## src/sdc_params.svh

```systemverilog
// constants of the upper card command interpreter
`ifndef SDC_PARAMS_SVH
`define SDC_PARAMS_SVH

`define SDC_IDX_SET_WP 6'h1C
`define SDC_IDX_CLR_WP 6'h1D
`define SDC_IDX_SEND_WP 6'h1E
`define SDC_IDX_ERASE_START 6'h23
`define SDC_IDX_ERASE_END 6'h24
`define SDC_IDX_ERASE 6'h26
`define SDC_IDX_FAST_IO 6'h27
`define SDC_IDX_IRQ_STATE 6'h28
`define SDC_IDX_LOCK 6'h2A
`define SDC_IDX_APP_CMD 6'h37
`define SDC_IDX_GEN_CMD 6'h38

`define SDC_FRAME_LEN 7'h30
`define SDC_RESP_LAST 7'h2F
`define SDC_RESP_IDX_HI 45
`define SDC_RESP_IDX_LO 40
`define SDC_ARG_HI 39
`define SDC_ARG_LO 8
`define SDC_CRC_POLY 7'h09
`define SDC_NCR_MAX 7'h40

`endif

```

## src/sdc_pkg.sv

```systemverilog
// types of the upper card command interpreter
package sdc_pkg;

  typedef enum logic [1:0] {
    SDC_AC = 2'h0,
    SDC_ADTC = 2'h1,
    SDC_BCR = 2'h2
  } sdc_kind_t;

  typedef enum logic [1:0] {
    SDC_R1 = 2'h0,
    SDC_R1B = 2'h1,
    SDC_R4 = 2'h2,
    SDC_R5 = 2'h3
  } sdc_resp_t;

  // gray path: idle -> send -> resp -> data -> idle
  typedef enum logic [1:0] {
    SDC_IDLE = 2'h0,
    SDC_SEND = 2'h1,
    SDC_RESP = 2'h3,
    SDC_DATA = 2'h2
  } sdc_state_t;

  typedef struct packed {
    logic [5:0] index;
    logic [31:0] addr;
    logic [15:0] rca;
    logic wflag;
    logic [6:0] reg_addr;
    logic [7:0] wdata;
    logic dir;
  } sdc_req_t;

  typedef struct packed {
    logic legal;
    sdc_kind_t kind;
    sdc_resp_t resp;
    logic busy;
    logic data;
  } sdc_info_t;

  typedef struct packed {
    logic [5:0] index;
    logic [31:0] status;
    logic err;
  } sdc_answer_t;

endpackage

```

## src/sdc_cmd_decode.sv

```systemverilog
// command classifier and argument packer
`timescale 1ns/1ps
`include "sdc_params.svh"

module sdc_cmd_decode (
  input wire sdc_pkg::sdc_req_t req,
  output sdc_pkg::sdc_info_t info,
  output logic [31:0] arg
);

  always_comb begin
    info = '{legal: 1'b1, kind: sdc_pkg::SDC_AC, resp: sdc_pkg::SDC_R1, busy: 1'b0, data: 1'b0};
    arg = req.addr;
    unique case (req.index)
      `SDC_IDX_SET_WP, `SDC_IDX_CLR_WP: begin
        info.resp = sdc_pkg::SDC_R1B;
        info.busy = 1'b1;
      end
      `SDC_IDX_SEND_WP: begin
        info.kind = sdc_pkg::SDC_ADTC;
        info.data = 1'b1;
      end
      `SDC_IDX_ERASE_START, `SDC_IDX_ERASE_END: begin
        info.kind = sdc_pkg::SDC_AC;
      end
      `SDC_IDX_ERASE: begin
        arg = 32'h0000_0000;
        info.resp = sdc_pkg::SDC_R1B;
        info.busy = 1'b1;
      end
      `SDC_IDX_FAST_IO: begin
        arg = {req.rca, req.wflag, req.reg_addr, req.wdata};
        info.resp = sdc_pkg::SDC_R4;
      end
      `SDC_IDX_IRQ_STATE: begin
        arg = 32'h0000_0000;
        info.kind = sdc_pkg::SDC_BCR;
        info.resp = sdc_pkg::SDC_R5;
      end
      `SDC_IDX_LOCK: begin
        arg = 32'h0000_0000;
        info.kind = sdc_pkg::SDC_ADTC;
        info.resp = sdc_pkg::SDC_R1B;
        info.busy = 1'b1;
        info.data = 1'b1;
      end
      `SDC_IDX_APP_CMD: begin
        arg = {req.rca, 16'h0000};
      end
      `SDC_IDX_GEN_CMD: begin
        arg = {31'h0000_0000, req.dir};
        info.kind = sdc_pkg::SDC_ADTC;
        info.resp = sdc_pkg::SDC_R1B;
        info.busy = 1'b1;
        info.data = 1'b1;
      end
      default: begin
        // reserved and out-of-range indices are never put on the line
        info.legal = 1'b0;
      end
    endcase
  end

endmodule

```

## src/sdc_cmd_upper.sv

```systemverilog
// host-side interpreter for card commands 28 to 63
`timescale 1ns/1ps
`include "sdc_params.svh"

// Functional notes
// On 28 the card sets the write-protect bit of the addressed group and answers busy-capable.
// On 29 the card clears the write-protect bit of the addressed group and answers busy-capable.
// Index 30 is an addressed data command returning protection bits with a normal response.
// The host never issues 31 to 34, 37, 41, 43 to 54 or 57 to 59.
// On 35 the card records the argument as the first erase group.
// On 36 the card records the argument as the last erase group.
// On 38 the card erases every previously selected write block.
// For 39 the argument packs address, write flag, register address and write data.
// On 39 the card writes the register when flagged and returns its contents.
// Index 40 is broadcast with response, stuff argument, interrupt-request answer.
// Index 42 is an addressed data command with busy-capable answer for lock and password.
// Index 55 carries the relative address in the top half and prefixes the next command.
// Index 56 moves one general block, direction in argument bit 0.
// Addressed commands without data move nothing; data commands start a data transfer.
// The normal response is 48 bits with the answered index in bits 45 to 40.
// The busy-capable response adds a busy level on the data line afterwards.
// After a busy-capable response no data command starts until the data line is released; the host also ends the wait at any later non-busy response.
module sdc_cmd_upper (
  input wire logic ref_clk,
  input wire logic rstn,
  input wire logic req_valid,
  output logic req_ready,
  input wire sdc_pkg::sdc_req_t req,
  output logic done,
  output logic refused,
  output sdc_pkg::sdc_answer_t answer,
  output logic busy_pending,
  output logic data_start,
  output logic data_dir,
  input wire logic data_done,
  input wire logic sd_clk,
  input wire logic cmd_i,
  output logic cmd_o,
  output logic cmd_oe_n,
  input wire logic dat0_i
);

  // ----------------------------------------
  // state
  // ----------------------------------------
  typedef struct packed {
    sdc_pkg::sdc_state_t st;
    logic [6:0] cnt;
    logic [6:0] tmo;
    logic [47:0] sh;
    sdc_pkg::sdc_info_t info;
    logic [5:0] idx;
    logic busy_pend;
    logic cmd_o;
    logic cmd_oe_n;
    logic done;
    logic refused;
    logic data_start;
    logic data_dir;
    sdc_pkg::sdc_answer_t ans;
    logic [2:0] clk_s;
    logic [1:0] cmd_s;
    logic [1:0] dat_s;
  } sdc_regs_t;

  sdc_regs_t q, d;
  sdc_pkg::sdc_info_t info_in;
  logic [31:0] arg_in;
  logic acc, clk_rise, clk_fall;
  logic [47:0] rx_next;

  sdc_cmd_decode u_dec (
    .req(req),
    .info(info_in),
    .arg(arg_in)
  );

  // crc7 over the 40 leading bits of a command frame
  function automatic logic [6:0] crc7(input logic [39:0] bits);
    logic [6:0] c;
    logic fb;
    c = 7'h00;
    for (int i = 39; i >= 0; i--) begin
      fb = c[6] ^ bits[i];
      c = {c[5:0], 1'b0};
      if (fb) begin
        c = c ^ `SDC_CRC_POLY;
      end
    end
    return c;
  endfunction

  // ----------------------------------------
  // next state
  // ----------------------------------------
  // data commands stall while a card may still hold the line busy
  assign req_ready = (q.st == sdc_pkg::SDC_IDLE) && !(info_in.data && q.busy_pend);
  assign acc = req_valid && req_ready;
  // only the second and third stages of the clock sampler are looked at
  assign clk_rise = q.clk_s[1] && !q.clk_s[2];
  assign clk_fall = !q.clk_s[1] && q.clk_s[2];
  assign rx_next = {q.sh[46:0], q.cmd_s[1]};

  always_comb begin
    d = q;
    d.clk_s = {q.clk_s[1:0], sd_clk};
    d.cmd_s = {q.cmd_s[0], cmd_i};
    d.dat_s = {q.dat_s[0], dat0_i};
    d.done = 1'b0;
    d.refused = 1'b0;
    d.data_start = 1'b0;
    unique case (q.st)
      sdc_pkg::SDC_IDLE: begin
        d.cmd_oe_n = 1'b1;
        if (q.dat_s[1]) begin
          d.busy_pend = 1'b0;
        end
        if (acc && !info_in.legal) begin
          d.refused = 1'b1;
        end else if (acc) begin
          d.sh = {2'b01, req.index, arg_in, crc7({2'b01, req.index, arg_in}), 1'b1};
          d.info = info_in;
          d.idx = req.index;
          d.data_dir = req.dir;
          d.cnt = 7'h00;
          d.st = sdc_pkg::SDC_SEND;
        end
      end
      sdc_pkg::SDC_SEND: begin
        if (clk_fall) begin
          if (q.cnt == `SDC_FRAME_LEN) begin
            d.cmd_oe_n = 1'b1;
            d.cnt = 7'h00;
            d.tmo = 7'h00;
            d.st = sdc_pkg::SDC_RESP;
          end else begin
            d.cmd_o = q.sh[47];
            d.cmd_oe_n = 1'b0;
            d.sh = {q.sh[46:0], 1'b0};
            d.cnt = q.cnt + 7'h01;
          end
        end
      end
      sdc_pkg::SDC_RESP: begin
        if (clk_rise) begin
          if (q.cnt == 7'h00 && q.cmd_s[1]) begin
            d.tmo = q.tmo + 7'h01;
            if (q.tmo == `SDC_NCR_MAX) begin
              d.ans.err = 1'b1;
              d.done = 1'b1;
              d.st = sdc_pkg::SDC_IDLE;
            end
          end else begin
            d.sh = rx_next;
            d.cnt = q.cnt + 7'h01;
            if (q.cnt == `SDC_RESP_LAST) begin
              d.ans.index = rx_next[`SDC_RESP_IDX_HI:`SDC_RESP_IDX_LO];
              d.ans.status = rx_next[`SDC_ARG_HI:`SDC_ARG_LO];
              d.ans.err = rx_next[`SDC_RESP_IDX_HI:`SDC_RESP_IDX_LO] != q.idx;
              if (q.info.data) begin
                d.data_start = 1'b1;
                d.st = sdc_pkg::SDC_DATA;
              end else begin
                d.done = 1'b1;
                d.busy_pend = q.info.busy;
                d.st = sdc_pkg::SDC_IDLE;
              end
            end
          end
        end
      end
      sdc_pkg::SDC_DATA: begin
        if (data_done) begin
          d.done = 1'b1;
          d.busy_pend = q.info.busy;
          d.st = sdc_pkg::SDC_IDLE;
        end
      end
    endcase
  end

  always_ff @(posedge ref_clk or negedge rstn) begin
    if (!rstn) begin
      // enum members named outright so the fill never lands on an enum
      q <= '{st: sdc_pkg::SDC_IDLE, cmd_oe_n: 1'b1, cmd_o: 1'b1, clk_s: 3'h0,
             cmd_s: 2'h3, dat_s: 2'h3,
             info: '{legal: 1'b0, kind: sdc_pkg::SDC_AC, resp: sdc_pkg::SDC_R1,
                     busy: 1'b0, data: 1'b0},
             default: '0};
    end else begin
      q <= d;
    end
  end

  assign done = q.done;
  assign refused = q.refused;
  assign answer = q.ans;
  assign busy_pending = q.busy_pend;
  assign data_start = q.data_start;
  assign data_dir = q.data_dir;
  assign cmd_o = q.cmd_o;
  assign cmd_oe_n = q.cmd_oe_n;
endmodule

```

## config.mk

```make
export PLATFORM = sky130hd
export DESIGN_NAME = sdc_cmd_upper
export DESIGN_NICKNAME = d
export VERILOG_FILES = /design/src/sdc_pkg.sv /design/src/sdc_cmd_decode.sv /design/src/sdc_cmd_upper.sv
export VERILOG_INCLUDE_DIRS = /design/src
export SDC_FILE = /design/constraint.sdc
export NUM_CORES = 1
export LEC_CHECK = 0
export ABC_AREA = 1
export BUFFER_PORTS_ARGS = -buffer_cell sky130_fd_sc_hd__buf_4
export CAP_MARGIN = 20
export CORE_ASPECT_RATIO = 0.75
export CORE_MARGIN = 2
export CORE_UTILIZATION = 40
export CTS_CLUSTER_SIZE = 25
export DETAILED_ROUTE_END_ITERATION = 16
export GPL_TIMING_DRIVEN = 0
export PLACE_DENSITY_LB_ADDON = 0.2
export SETUP_SLACK_MARGIN = 0.3
export SLEW_MARGIN = 10
export SYNTH_ARGS = -nofsm -noshare
export SYNTH_HDL_FRONTEND = slang
export SYNTH_HIERARCHICAL = 1
export SYNTH_SLANG_ARGS = --single-unit
```

## constraint.sdc

```tcl
create_clock -name ref_clk -period 2.67 [get_ports ref_clk]
set_input_delay 0.534 -clock ref_clk [delete_from_list [all_inputs] [get_ports ref_clk]]
set_output_delay 0.534 -clock ref_clk [all_outputs]
set_load 0.05 [all_outputs]
```

### Word-level counts from Yosys, hierarchy flattened

Index checks and enable logic that the tools add are counted.

* output and inout port bits: 47
* bits of input ports: 78
* flip-flop bits (word level): 130

* bitwise gates (word level): 79
* $add $sub $neg: 2
* reduce and logical (&&, ||, !) cells: 32
* eq/ne operators: 33
* muxes and demuxes: 207

Operators with widths (number)
* 2-to-1 mux 7 bit: 118
* 2-to-1 mux 4 bit: 38
* case mux 48 bit (3 select lines): 1
* 2-to-1 mux 64 bit: 2
* case mux 32 bit (4 select lines): 1
* 2-to-1 mux 61 bit: 2
* 2-to-1 mux 48 bit: 2
* inverter 2 bit: 38
* == test 6 bit, second input constant: 8
* bitwise XOR 1 bit: 38
* 2-to-1 mux 1 bit: 27
* != test 2 bit, second input constant: 12
* case mux 7 bit (3 select lines): 1
* == test 6 x 5 -> 1 bit, second input constant: 3
* 2-to-1 mux 9 bit: 2
* adder 7 x 1 -> 7 bit, second input constant: 2
* == test 7 x 6 -> 1 bit, second input constant: 2
* case mux 7 bit (2 select lines): 1
* AND reduction 7 bit: 2
* 2-to-1 mux 2 bit: 6
* OR reduction 11 bit: 1
* case mux 2 bit (4 select lines): 1
* AND reduction 4 bit: 2
* AND reduction 8 bit: 1
* other kinds (23): 42

### Depth between registers and ports, before layout

Gate-level depths: netlist of the first run.

* depth in word-level cells: 200
* gate-level depth with buffers: 34
* depth with buffers taken out: 32

### Cells and area by module

The synthesis of the first run kept the hierarchy.

Modules (own cells, without submodules)
* sdc_cmd_upper: area each 7221.9 µm², instances 1, cells an instance 986, seq. area each 3135.5 µm²
* sdc_cmd_decode: area each 724.4 µm², instances 1, cells an instance 157, seq. area each 0.0 µm²

### Worst setup path after synthesis of the first run

No wires, ideal clock.

* path kind: input port to flip-flop
* start: input port req[70] (netlist name)
* end: register q[70] (netlist name)
* path buffers: 2
* cell stages on the path: 33
* required time: 2548 ps
* path slack: -422 ps
* arrival: 2971 ps
* cell sequence: buf_6 inv_2 nor2_4 nand3_1 nand2_1 nor2_4 buf_6 nand2_1 nand2_1 inv_1 nand2_1 nand2_1 nand2_1 nand2_1 nand2_2 nand2_2 nand2_1 nand2_1 inv_2 nand2_4 nand2_4 nand2_2 nand2_2 nand2_2 nand2_2 nand2_1 nand2_2 nor2_2 inv_1 nand2_1 nand3_1 nand3_2 a21oi_2

* elaborated cells between the ends (all ways): 228

RTL lines
* start, declared: RTL line sdc_cmd_upper.sv:28 `input wire sdc_pkg::sdc_req_t req,`
* == test 6 bit: RTL line sdc_cmd_decode.sv:14 `unique case (req.index)`
* OR reduction 3 bit (no line)
* case mux 32 bit (4 select lines) (*): RTL line sdc_cmd_decode.sv:14
* via arg_in[29]: RTL line sdc_cmd_upper.sv:68 `logic [31:0] arg_in;`
* bitwise XOR 1 bit (*): RTL line sdc_cmd_upper.sv:84 `fb = c[6] ^ bits[i];`
* 2-to-1 mux 4 bit (*): RTL line sdc_cmd_upper.sv:86 `if (fb) begin`
* 2-to-1 mux 7 bit (*): RTL line sdc_cmd_upper.sv:120 `end else if (acc) begin`
* 2-to-1 mux 7 bit (*): RTL line sdc_cmd_upper.sv:118 `if (acc && !info_in.legal) begin`
* (+102 left out)
* 2-to-1 mux 7 bit (*): RTL line sdc_cmd_upper.sv:120
* 2-to-1 mux 7 bit (*): RTL line sdc_cmd_upper.sv:118
* 2-to-1 mux 7 bit (*): RTL line sdc_cmd_upper.sv:112 `unique case (q.st)`
* inverter 2 bit (no line) or bitwise XOR 1 bit (tied branches)
* 2-to-1 mux 4 bit (*): RTL line sdc_cmd_upper.sv:86
* 2-to-1 mux 61 bit (*): RTL line sdc_cmd_upper.sv:120
* 2-to-1 mux 61 bit (*): RTL line sdc_cmd_upper.sv:118
* case mux 48 bit (3 select lines) (*): RTL line sdc_cmd_upper.sv:112
* end signal, assigned: RTL line sdc_cmd_upper.sv:185 `q <= '{st: sdc_pkg::SDC_IDLE, cmd_oe_n: 1'b1, cmd_o: 1'b1, clk_s: 3'h0,`
* end, declared: RTL line sdc_cmd_upper.sv:66 `sdc_regs_t q, d;`

Mark *: on every way through the listed nets, which the timed path passes. The rest lies on a longest branch. The select of a mux whose other input is x is not followed.
A chain may end at the register's enable or synchronous reset.

### Final worst setup path of the first run

Ends and elaborated chain as after synthesis.

==> results of run 1 <==
==> registers in the layout, summed over array words and instances, names as in the netlist <==
signal        flops
q                75
d                 4
cmd_o             1
answer           39
data_dir          1
cmd_oe_n          1
busy_pending      1
refused           1
data_start        1
done              1
==> cell type report <==
cell class / count / share of cell area, %
flip-flops and latches: 125 / 27.95
clock inverters: 11 / 1.260
clock buffers: 21 / 4.104
plain buffers: 75 / 5.242
inverters: 145 / 5.153
repair buffers: 153 / 10.91
multi-input cells: 794 / 42.56
well taps: 253 / 2.822
==> power by group <==
group	switching (mW)	internal [mW]	total (mW)
Sequential	0.215	2.32	2.54
Clock	0.894	1.51	2.41
Combinational	3.04	1.65	4.68
==> worst paths after layout <==
check | start | endpoint | slack [ns] | cells past startpoint
setup / recovery | req[70] | q[70]$_DFFE_PN0P_ | -0.49 | 32
hold reg to reg | d[5]$_DFF_PN0_ | d[6]$_DFF_PN0_ | 0.36 | 0
max in group asynchronous | rstn | answer[10]$_DFFE_PN0P_ | 1.90 | 2
setup reg to reg | q[121]$_DFFE_PN0P_ | q[120]$_DFFE_PN0P_ | 0.39 | 12
hold / removal | rstn | q[123]$_DFFE_PN0P_ | 0.03 | 1
min in group ref_clk | cmd_i | d[3]$_DFF_PN1_ | 0.22 | 1
==> layout by cell type (no fill, tap or decap), types with 12 or more instances in the layout <==
master	instances
o22ai_1	37
buf_6	14
clkbuf_1	12
buf_4	183
dfrtp_1	119
o21ai_0	89
nor2_1	30
nand2_4	59
inv_1	109
a21oi_1	24
nand3_2	43
inv_2	25
nand2_2	102
nand3_1	52
clkbuf_16	17
nand2_1	269
==> routing by layer <==
| layer | global-route usage (%) | up-vias | part of all wire, % |
|---|---|---|---|
| met4 | 5.527 | 0 | 1.7 |
| li1 | - | 3956 | - |
| met1 | 33.41 | 3732 | 47 |
| met2 | 34.86 | 285 | 45 |
| met3 | 4.400 | 41 | 6.0 |
| met5 | 0 | - | 0 |
==> worst max-delay path: cells and delay by family <==
kind | cells | cell delay, ns
AOI/OAI and AO/OA | 1 | 0.11
buffers and inverters | 4 | 0.44
and+or+nand+nor | 27 | 2.39
==> what timing repair did <==
action,in CTS,in global routing
hold buffers,0,0
resized for setup,109,187
pin swaps,55,79
setup endpoints to repair,85,95
buffers inserted,20,8
endpoints found under the hold margin,0,0
==> impl_metrics.csv, run 1 <==
group,metric,value,unit
layout,final_util,57.89,%
clocking,cts.sinks,125,
placement,dp_cells,1517,
outcome,status,"complete, but fails checks",
placement,placed_area,9370,um^2
logic_synthesis,syn-num-nets,1221,
die,num_rows,44,
logic_synthesis,avgSynthCellArea,6.960,um^2
layout,register_area,3136,um^2
global_routing,grt_max_degree,85,
layout,multi_input_area,4775,um^2
layout,drive_gt1_share,40.33,%
routing,first_pass_iters,5,
clocking,cts.path.max_buffers,2,
global_routing,grt_first_pass_wirelength,38010,um
critical_path,crit_type,"in -> reg",
clocking,clock_latency,0.42,ns
die,boundaryPins,125,
layout,fin_cells,1577,
critical_path,cp_slowest_stage_delay,0.21,ns
layout,fillerInstances,1784,
sta,fin_setup_tns,-2.926,ns
job,cap_viol_max_count,0,
global_routing,overflow,0,
power_and_ir_drop,p_per_area,858.3,nW/um^2
clocking,h-tree-depth,4,
critical_path,crit_top_cell,"nand2_4",
power_and_ir_drop,cellLeakagePower,5.738,nW
sta,clock_skew,0.01172,ns
critical_path,crit_path_start_kind,"input pin",
sta,layout_min_cycle_time,3.157,ns
routing,drt.antenna.violating_nets,0,
clocking,cts_buffers,17,
sta,maxSlewViolCount,0,
sta,fmax,316.8,MHz
routing,vias,8014,
global_routing,antenna_found_initial,0,
die,die_area,20970,um^2
placement,port_buffers,124,
logic_synthesis,synthCells,1139,
global_routing,track_usage,22.80,%
clocking,clkTransAtPathRegs,0.06,ns
clocking,cts_tree,"built",
logic_synthesis,syn_area,7928,um^2
layout,diodes,0,
critical_path,slowest_stage,"nor2_4",
critical_path,worstSetupEndpointType,"flip-flop",
sta,slew_headroom,54.94,%
die,die_h,125.9,um
placement,place_congestion,0.8847,
sta,timing.hold.ws,0.02594,ns
logic_synthesis,yosys_warnings,6,
sta,rsz0062_at_grt,"true",
critical_path,cp.arrival,3.51,ns
power_and_ir_drop,ir_worst_vdd,0.0006947,V
clocking,cts-root-buf,"clkbuf_16",
hold_path,hp-class,"in -> async",
sta,setup_violations,7,
die,initial_core_util,40.91,%
die,die_w,166.6,um
routing,viasPerCell,5.082,
die,core-area,19380,um^2
sta,tightest_slew,0.6759,ns
routing,drc,0,
layout,area_delta_synth_final,41.51,%
critical_path,crit_fanout,7,
routing,wl,25130,um
placement,pre_cts_slack,-1.205,ns
outcome,failed_checks,"negative setup slack",
critical_path,required,3.02,ns
global_routing,grt_pass1_vias,7322,
layout,final_area,11220,um^2
power_and_ir_drop,power.total,9.629,mW
routing,drtIter0Drc,716,
sta,worst_slack,-0.4865,ns
layout,nNetsFinal,1393,
placement,dp_hpwl,17480,um
sta,finalHoldViolations,0,
routing,wire_per_inst,15.94,um
sta,period_share,118.2,%
Note: power is estimated with default switching activity, not from simulation.
==> run 2, diff against run 1 <==
Settings changed: ABC_AREA 1 to default.
==> impl_metrics.csv, run 2 <==
group,metric,value,unit
sta,fmax,311.8,MHz
layout,final_cell_mix,"189 x buf_4, 119 x dfrtp_1, 90 x nor2_1",
critical_path,crit_fanout,9,
critical_path,rr_endpoint,"q[74]$_DFFE_PN0P_",
routing,wl,20080,um
job,cap_viol_max_count,0,
layout,drive_gt1_share,41.81,%
sta,maxSlewViolCount,0,
critical_path,rrSetupSlack,0.14,ns
power_and_ir_drop,cellLeakagePower,4.692,nW
critical_path,crit_family,"XOR/XNOR gates",
placement,dp_cells,1054,
global_routing,overflow,0,
critical_path,crit_chain,"buf_12 > clkbuf_16 > nor3b_4 > a32o_2 > nand2_4 > buf_8 > a22o_4 > xnor2_4 > buf_4 > xnor3_2 > xor2_2 > xnor2_2 > xnor3_1 > nand2_1 > a31oi_1",
routing,drtIter0Drc,456,
sta,worst_slack,-0.5369,ns
die,boundaryPins,125,
clocking,cts-root-buf,"clkbuf_16",
global_routing,grt_max_degree,66,
clocking,ctsHoldBuffers,0,
hold_path,hp-class,"in -> async",
sta,period_share,120.1,%
clocking,clkTransAtPathRegs,0.06,ns
routing,viasPerCell,5.306,
global_routing,grt_pass1_vias,5862,
die,die_area,19060,um^2
die,core-area,17600,um^2
logic_synthesis,avgSynthCellArea,10.46,um^2
global_routing,antenna_found_initial,0,
logic_synthesis,syn-num-nets,769,
clocking,cts.sinks,125,
sta,setup_violations,17,
critical_path,path_buf_inv,4,
critical_path,cp_slowest_stage_delay,0.46,ns
routing,drc,0,
placement,dp_hpwl,14440,um
layout,regMostFlops,"q",
sta,rsz0062_at_grt,"true",
routing,first_pass_iters,6,
sta,tightest_slew,0.6233,ns
power_and_ir_drop,ir_worst_vdd,0.0005341,V
placement,place_congestion,0.9041,
sta,slew_headroom,58.17,%
clocking,clock_latency,0.42,ns
layout,nNetsFinal,942,
critical_path,slowest_stage,"xnor3_2",
layout,diodes,0,
layout,fin_cells,1115,
routing,wire_per_inst,18.01,um
die,die_h,120.1,um
global_routing,track_usage,21.21,%
sta,layout_min_cycle_time,3.207,ns
global_routing,grt_first_pass_wirelength,31370,um
layout,largest_reg_flops,75,
power_and_ir_drop,p_per_area,829.7,nW/um^2
critical_path,crit_type,"in -> reg",
logic_synthesis,syn_area,7186,um^2
clocking,cts.path.max_buffers,2,
layout,layout.cells.most_common,"buf_4",
critical_path,r2r_cells,10,
sta,clock_skew,0.006441,ns
layout,area_delta_synth_final,36.55,%
outcome,status,"complete, but fails checks",
die,die_w,158.8,um
sta,fin_setup_tns,-3.741,ns
layout,fillerInstances,1526,
sta,finalHoldViolations,0,
placement,port_buffers,124,
outcome,failed_checks,"negative setup slack",
die,num_rows,42,
logic_synthesis,synthCells,687,
critical_path,worstSetupEndpointType,"flip-flop",
critical_path,timing.rr.start,"q[121]$_DFFE_PN0P_",
clocking,cts_tree,"built",
critical_path,crit_path_start_kind,"input pin",
logic_synthesis,yosys_warnings,6,
critical_path,startpoint,"req[65]",
routing,drt.antenna.violating_nets,0,
die,initial_core_util,40.82,%
clocking,h-tree-depth,4,
routing,vias,5916,
sta,timing.hold.ws,0.07876,ns
clocking,cts_buffers,17,
power_and_ir_drop,power.total,8.141,mW
critical_path,cp.arrival,3.51,ns
critical_path,required,2.97,ns
## run 2: changes by cell type in the layout (fill, tap and decap cells not counted), moves of 39 or more
cell	before	now
inv_1	109	10
nor2_1	30	90
o21ai_0	89	28
nand3_2	43	0
mux2_2	0	39
nand2_2	102	1
nand2_4	59	1
nand2_1	269	65
## run 2: routing by layer
layer	routed length, um	GRT usage, %	vias to the layer above
li1	-	-	2762
met4	227	6.479	0
met1	9638	30.51	2968
met3	1149	5.323	17
met5	0	0	-
met2	9065	31.60	169
## run 2: worst max path at each step
stage	endpoint	slack [ns]	cells after the start
floorplan	q[71]$_DFFE_PN0P_	-0.62	13
global placement	q[73]$_DFFE_PN0P_	-1.17	14
detailed placement	q[68]$_DFFE_PN0P_	-1.22	13
CTS	q[71]$_DFFE_PN0P_	-0.58	15
global route	q[71]$_DFFE_PN0P_	-0.63	14
finish	q[70]$_DFFE_PN0P_	-0.54	15
## run 2: layout make-up
cell class | instances | area (um^2) | share of cell area (%)
plain buffers | 81 | 625.6 | 6.376
clock buffers | 22 | 474.2 | 4.833
clock inverters | 10 | 90.09 | 0.9181
inverters | 10 | 37.54 | 0.3826
multi-input cells | 471 | 3930 | 40.05
flip-flops and latches | 125 | 3136 | 31.96
well taps | 242 | 302.8 | 3.086
repair buffers | 154 | 1216 | 12.39
## run 2: power by group
group	switching (mW)	total, mW	internal [mW]
clock network	0.844	2.19	1.35
logic	1.41	3.18	1.77
registers	0.422	2.77	2.35
total	2.67	8.14	5.47
## run 2: repair_timing
action / CTS / global route
endpoints found under the setup margin: 94 / 88
buffers inserted: 21 / 8
gates resized for setup: 63 / 30
pin swaps: 27 / 21
## run 2: stage by stage
stage	utilization, %	area (um^2)	worst slack [ns]
2_1_floorplan	-	7326	-0.6194
3_3_place_gp	48.62	8559	-1.167
3_5_place_dp	48.80	8591	-1.215
4_1_cts	54.55	9603	-0.5795
5_1_grt	55.74	9812	-0.6318
6_report	55.74	9812	-0.5369
==> run 3, diff against run 2 <==
Settings changed: CELL_PAD_IN_SITES_DETAIL_PLACEMENT from default to 1, CELL_PAD_IN_SITES_GLOBAL_PLACEMENT from default to 2, CORE_UTILIZATION 40 to 36.
==> impl_metrics.csv, run 3 (synthesis gave the netlist of run 2 again) <==
group,metric,value,unit
outcome,status,"complete, but fails checks",
outcome,failed_checks,"negative setup slack",
power_and_ir_drop,ir_worst_vdd,0.0005378,V
clocking,h-tree-depth,4,
clocking,ctsHoldBuffers,0,
power_and_ir_drop,cellLeakagePower,5.014,nW
global_routing,grt_first_pass_wirelength,36890,um
critical_path,required,2.97,ns
die,die_w,167.1,um
die,initial_core_util,36.98,%
clocking,clock_latency,0.44,ns
critical_path,crit_fanout,10,
placement,pre_cts_slack,-1.298,ns
layout,diodes,0,
routing,viasPerCell,5.307,
die,num_rows,44,
global_routing,grt_max_degree,75,
critical_path,crit_type,"in -> reg",
placement,place_congestion,0.8500,
die,core-area,19430,um^2
layout,register_area,3137,um^2
global_routing,antenna_found_initial,0,
sta,fmax,305.5,MHz
job,cap_viol_max_count,0,
clocking,cts_tree,"built",
layout,final_cell_mix,"211 x buf_4, 118 x dfrtp_1, 87 x nor2_1",
critical_path,slowest_stage,"xnor3_2",
layout,largest_reg_flops,75,
critical_path,cp.arrival,3.57,ns
critical_path,cp_slowest_stage_delay,0.39,ns
global_routing,track_usage,22.52,%
power_and_ir_drop,p_per_area,820.8,nW/um^2
global_routing,grt_pass1_vias,6587,
clocking,clkTransAtPathRegs,0.06,ns
clocking,cts_buffers,17,
hold_path,hp-class,"in -> async",
routing,wl,24730,um
clocking,cts.path.max_buffers,2,
die,die_area,21120,um^2
layout,regMostFlops,"q",
sta,setup_violations,7,
layout,area_delta_synth_final,49.35,%
die,die_h,126.4,um
critical_path,path_buf_inv,4,
critical_path,crit_chain,"buf_12 > clkbuf_16 > nor3b_4 > a32o_2 > nand2_4 > buf_6 > a22o_4 > xnor3_2 > xnor2_4 > buf_4 > xnor3_2 > xnor2_4 > xnor3_1 > nand2_1 > a31oi_1",
die,boundaryPins,125,
layout,final_util,55.22,%
sta,rsz0062_at_grt,"true",
routing,wire_per_inst,21.26,um
critical_path,cp.depth,15,
routing,first_pass_iters,6,
layout,multi_input_area,4297,um^2
clocking,cts-root-buf,"clkbuf_16",
critical_path,worstSetupEndpointType,"flip-flop",
sta,maxSlewViolCount,0,
sta,clock_skew,0.008912,ns
sta,finalHoldViolations,0,
sta,tightest_slew,0.8672,ns
layout,drive_gt1_share,50.66,%
sta,period_share,122.6,%
placement,port_buffers,124,
layout,layout.cells.most_common,"buf_4",
routing,vias,6172,
critical_path,r2r_cells,6,
routing,drtIter0Drc,378,
layout,fillerInstances,2027,
clocking,cts.sinks,125,
global_routing,overflow,0,
placement,dp_hpwl,16150,um
sta,layout_min_cycle_time,3.273,ns
sta,slew_headroom,42.19,%
critical_path,crit_family,"XOR/XNOR gates",
routing,drt.antenna.violating_nets,0,
routing,drc,0,
sta,worst_slack,-0.6031,ns
layout,nNetsFinal,979,
critical_path,crit_path_start_kind,"input pin",
run 3: cell types whose count changed in the layout (fill, tap and decap cells not counted), moves of 5 or more:
cell / delta
buf_4: +22
a221oi_4: +6
o21ai_0: -8
a221oi_2: +28
a221oi_1: -34
buf_12: +5
buf_6: +12
run 3: stage by stage:
stage                     total power, mW  area, um^2  setup TNS, ns  instances  hold WS, ns
after floorplan                     4.739        7326         -6.189        687       0.2384
after global placement              5.379        8573         -52.47       1064       0.3361
after detailed placement            5.494        8605         -57.57       1065       0.3410
after CTS                           8.329       10040         -3.384       1140      0.05466
after global routing                9.248       10730         -4.514       1163      0.06105
final                               8.809       10730         -3.913       1163      0.04056
run 3: repair_timing:
action	CTS	global route
setup buffers	43	19
setup endpoints to repair	103	98
gates cloned	0	4
pin swaps	36	26
resized for setup	110	109
run 3: layer usage:
layer	part of all wire, %	global-route usage (%)
met1	46	31.49
met2	48	34.79
met3	5.6	5.491
met4	1.2	7.089
met5	0	0
run 3: final cells by class:
| cell class | count | area share, % |
|---|---|---|
| inverters | 10 | 0.3498 |
| clock buffers | 20 | 4.256 |
| multi-input cells | 471 | 40.04 |
| flip-flops and latches | 125 | 29.23 |
| repair buffers | 191 | 15.16 |
| plain buffers | 81 | 6.739 |
| clock inverters | 12 | 1.283 |
| well taps | 253 | 2.950 |
run 3: where the power goes:
group          total [mW]  internal (mW)  switching [mW]
clock                2.37           1.43           0.941
combinational        3.56           1.99            1.57
sequential           2.87           2.35           0.527
run 3: final timing paths:
| check | start | end | slack (ns) |
|---|---|---|---|
| min reg2reg | d[5]$_DFF_PN0_ | d[6]$_DFF_PN0_ | 0.35 |
| max in group asynchronous | rstn | q[1]$_DFF_PN1_ | 1.88 |
| min in group ref_clk | sd_clk | d[5]$_DFF_PN0_ | 0.20 |
| min | rstn | q[116]$_DFFE_PN0P_ | 0.04 |
| max reg2reg | q[128]$_DFFE_PN0P_ | q[73]$_DFFE_PN0P_ | 0.31 |
| max | req[65] | q[67]$_DFFE_PN0P_ | -0.60 |
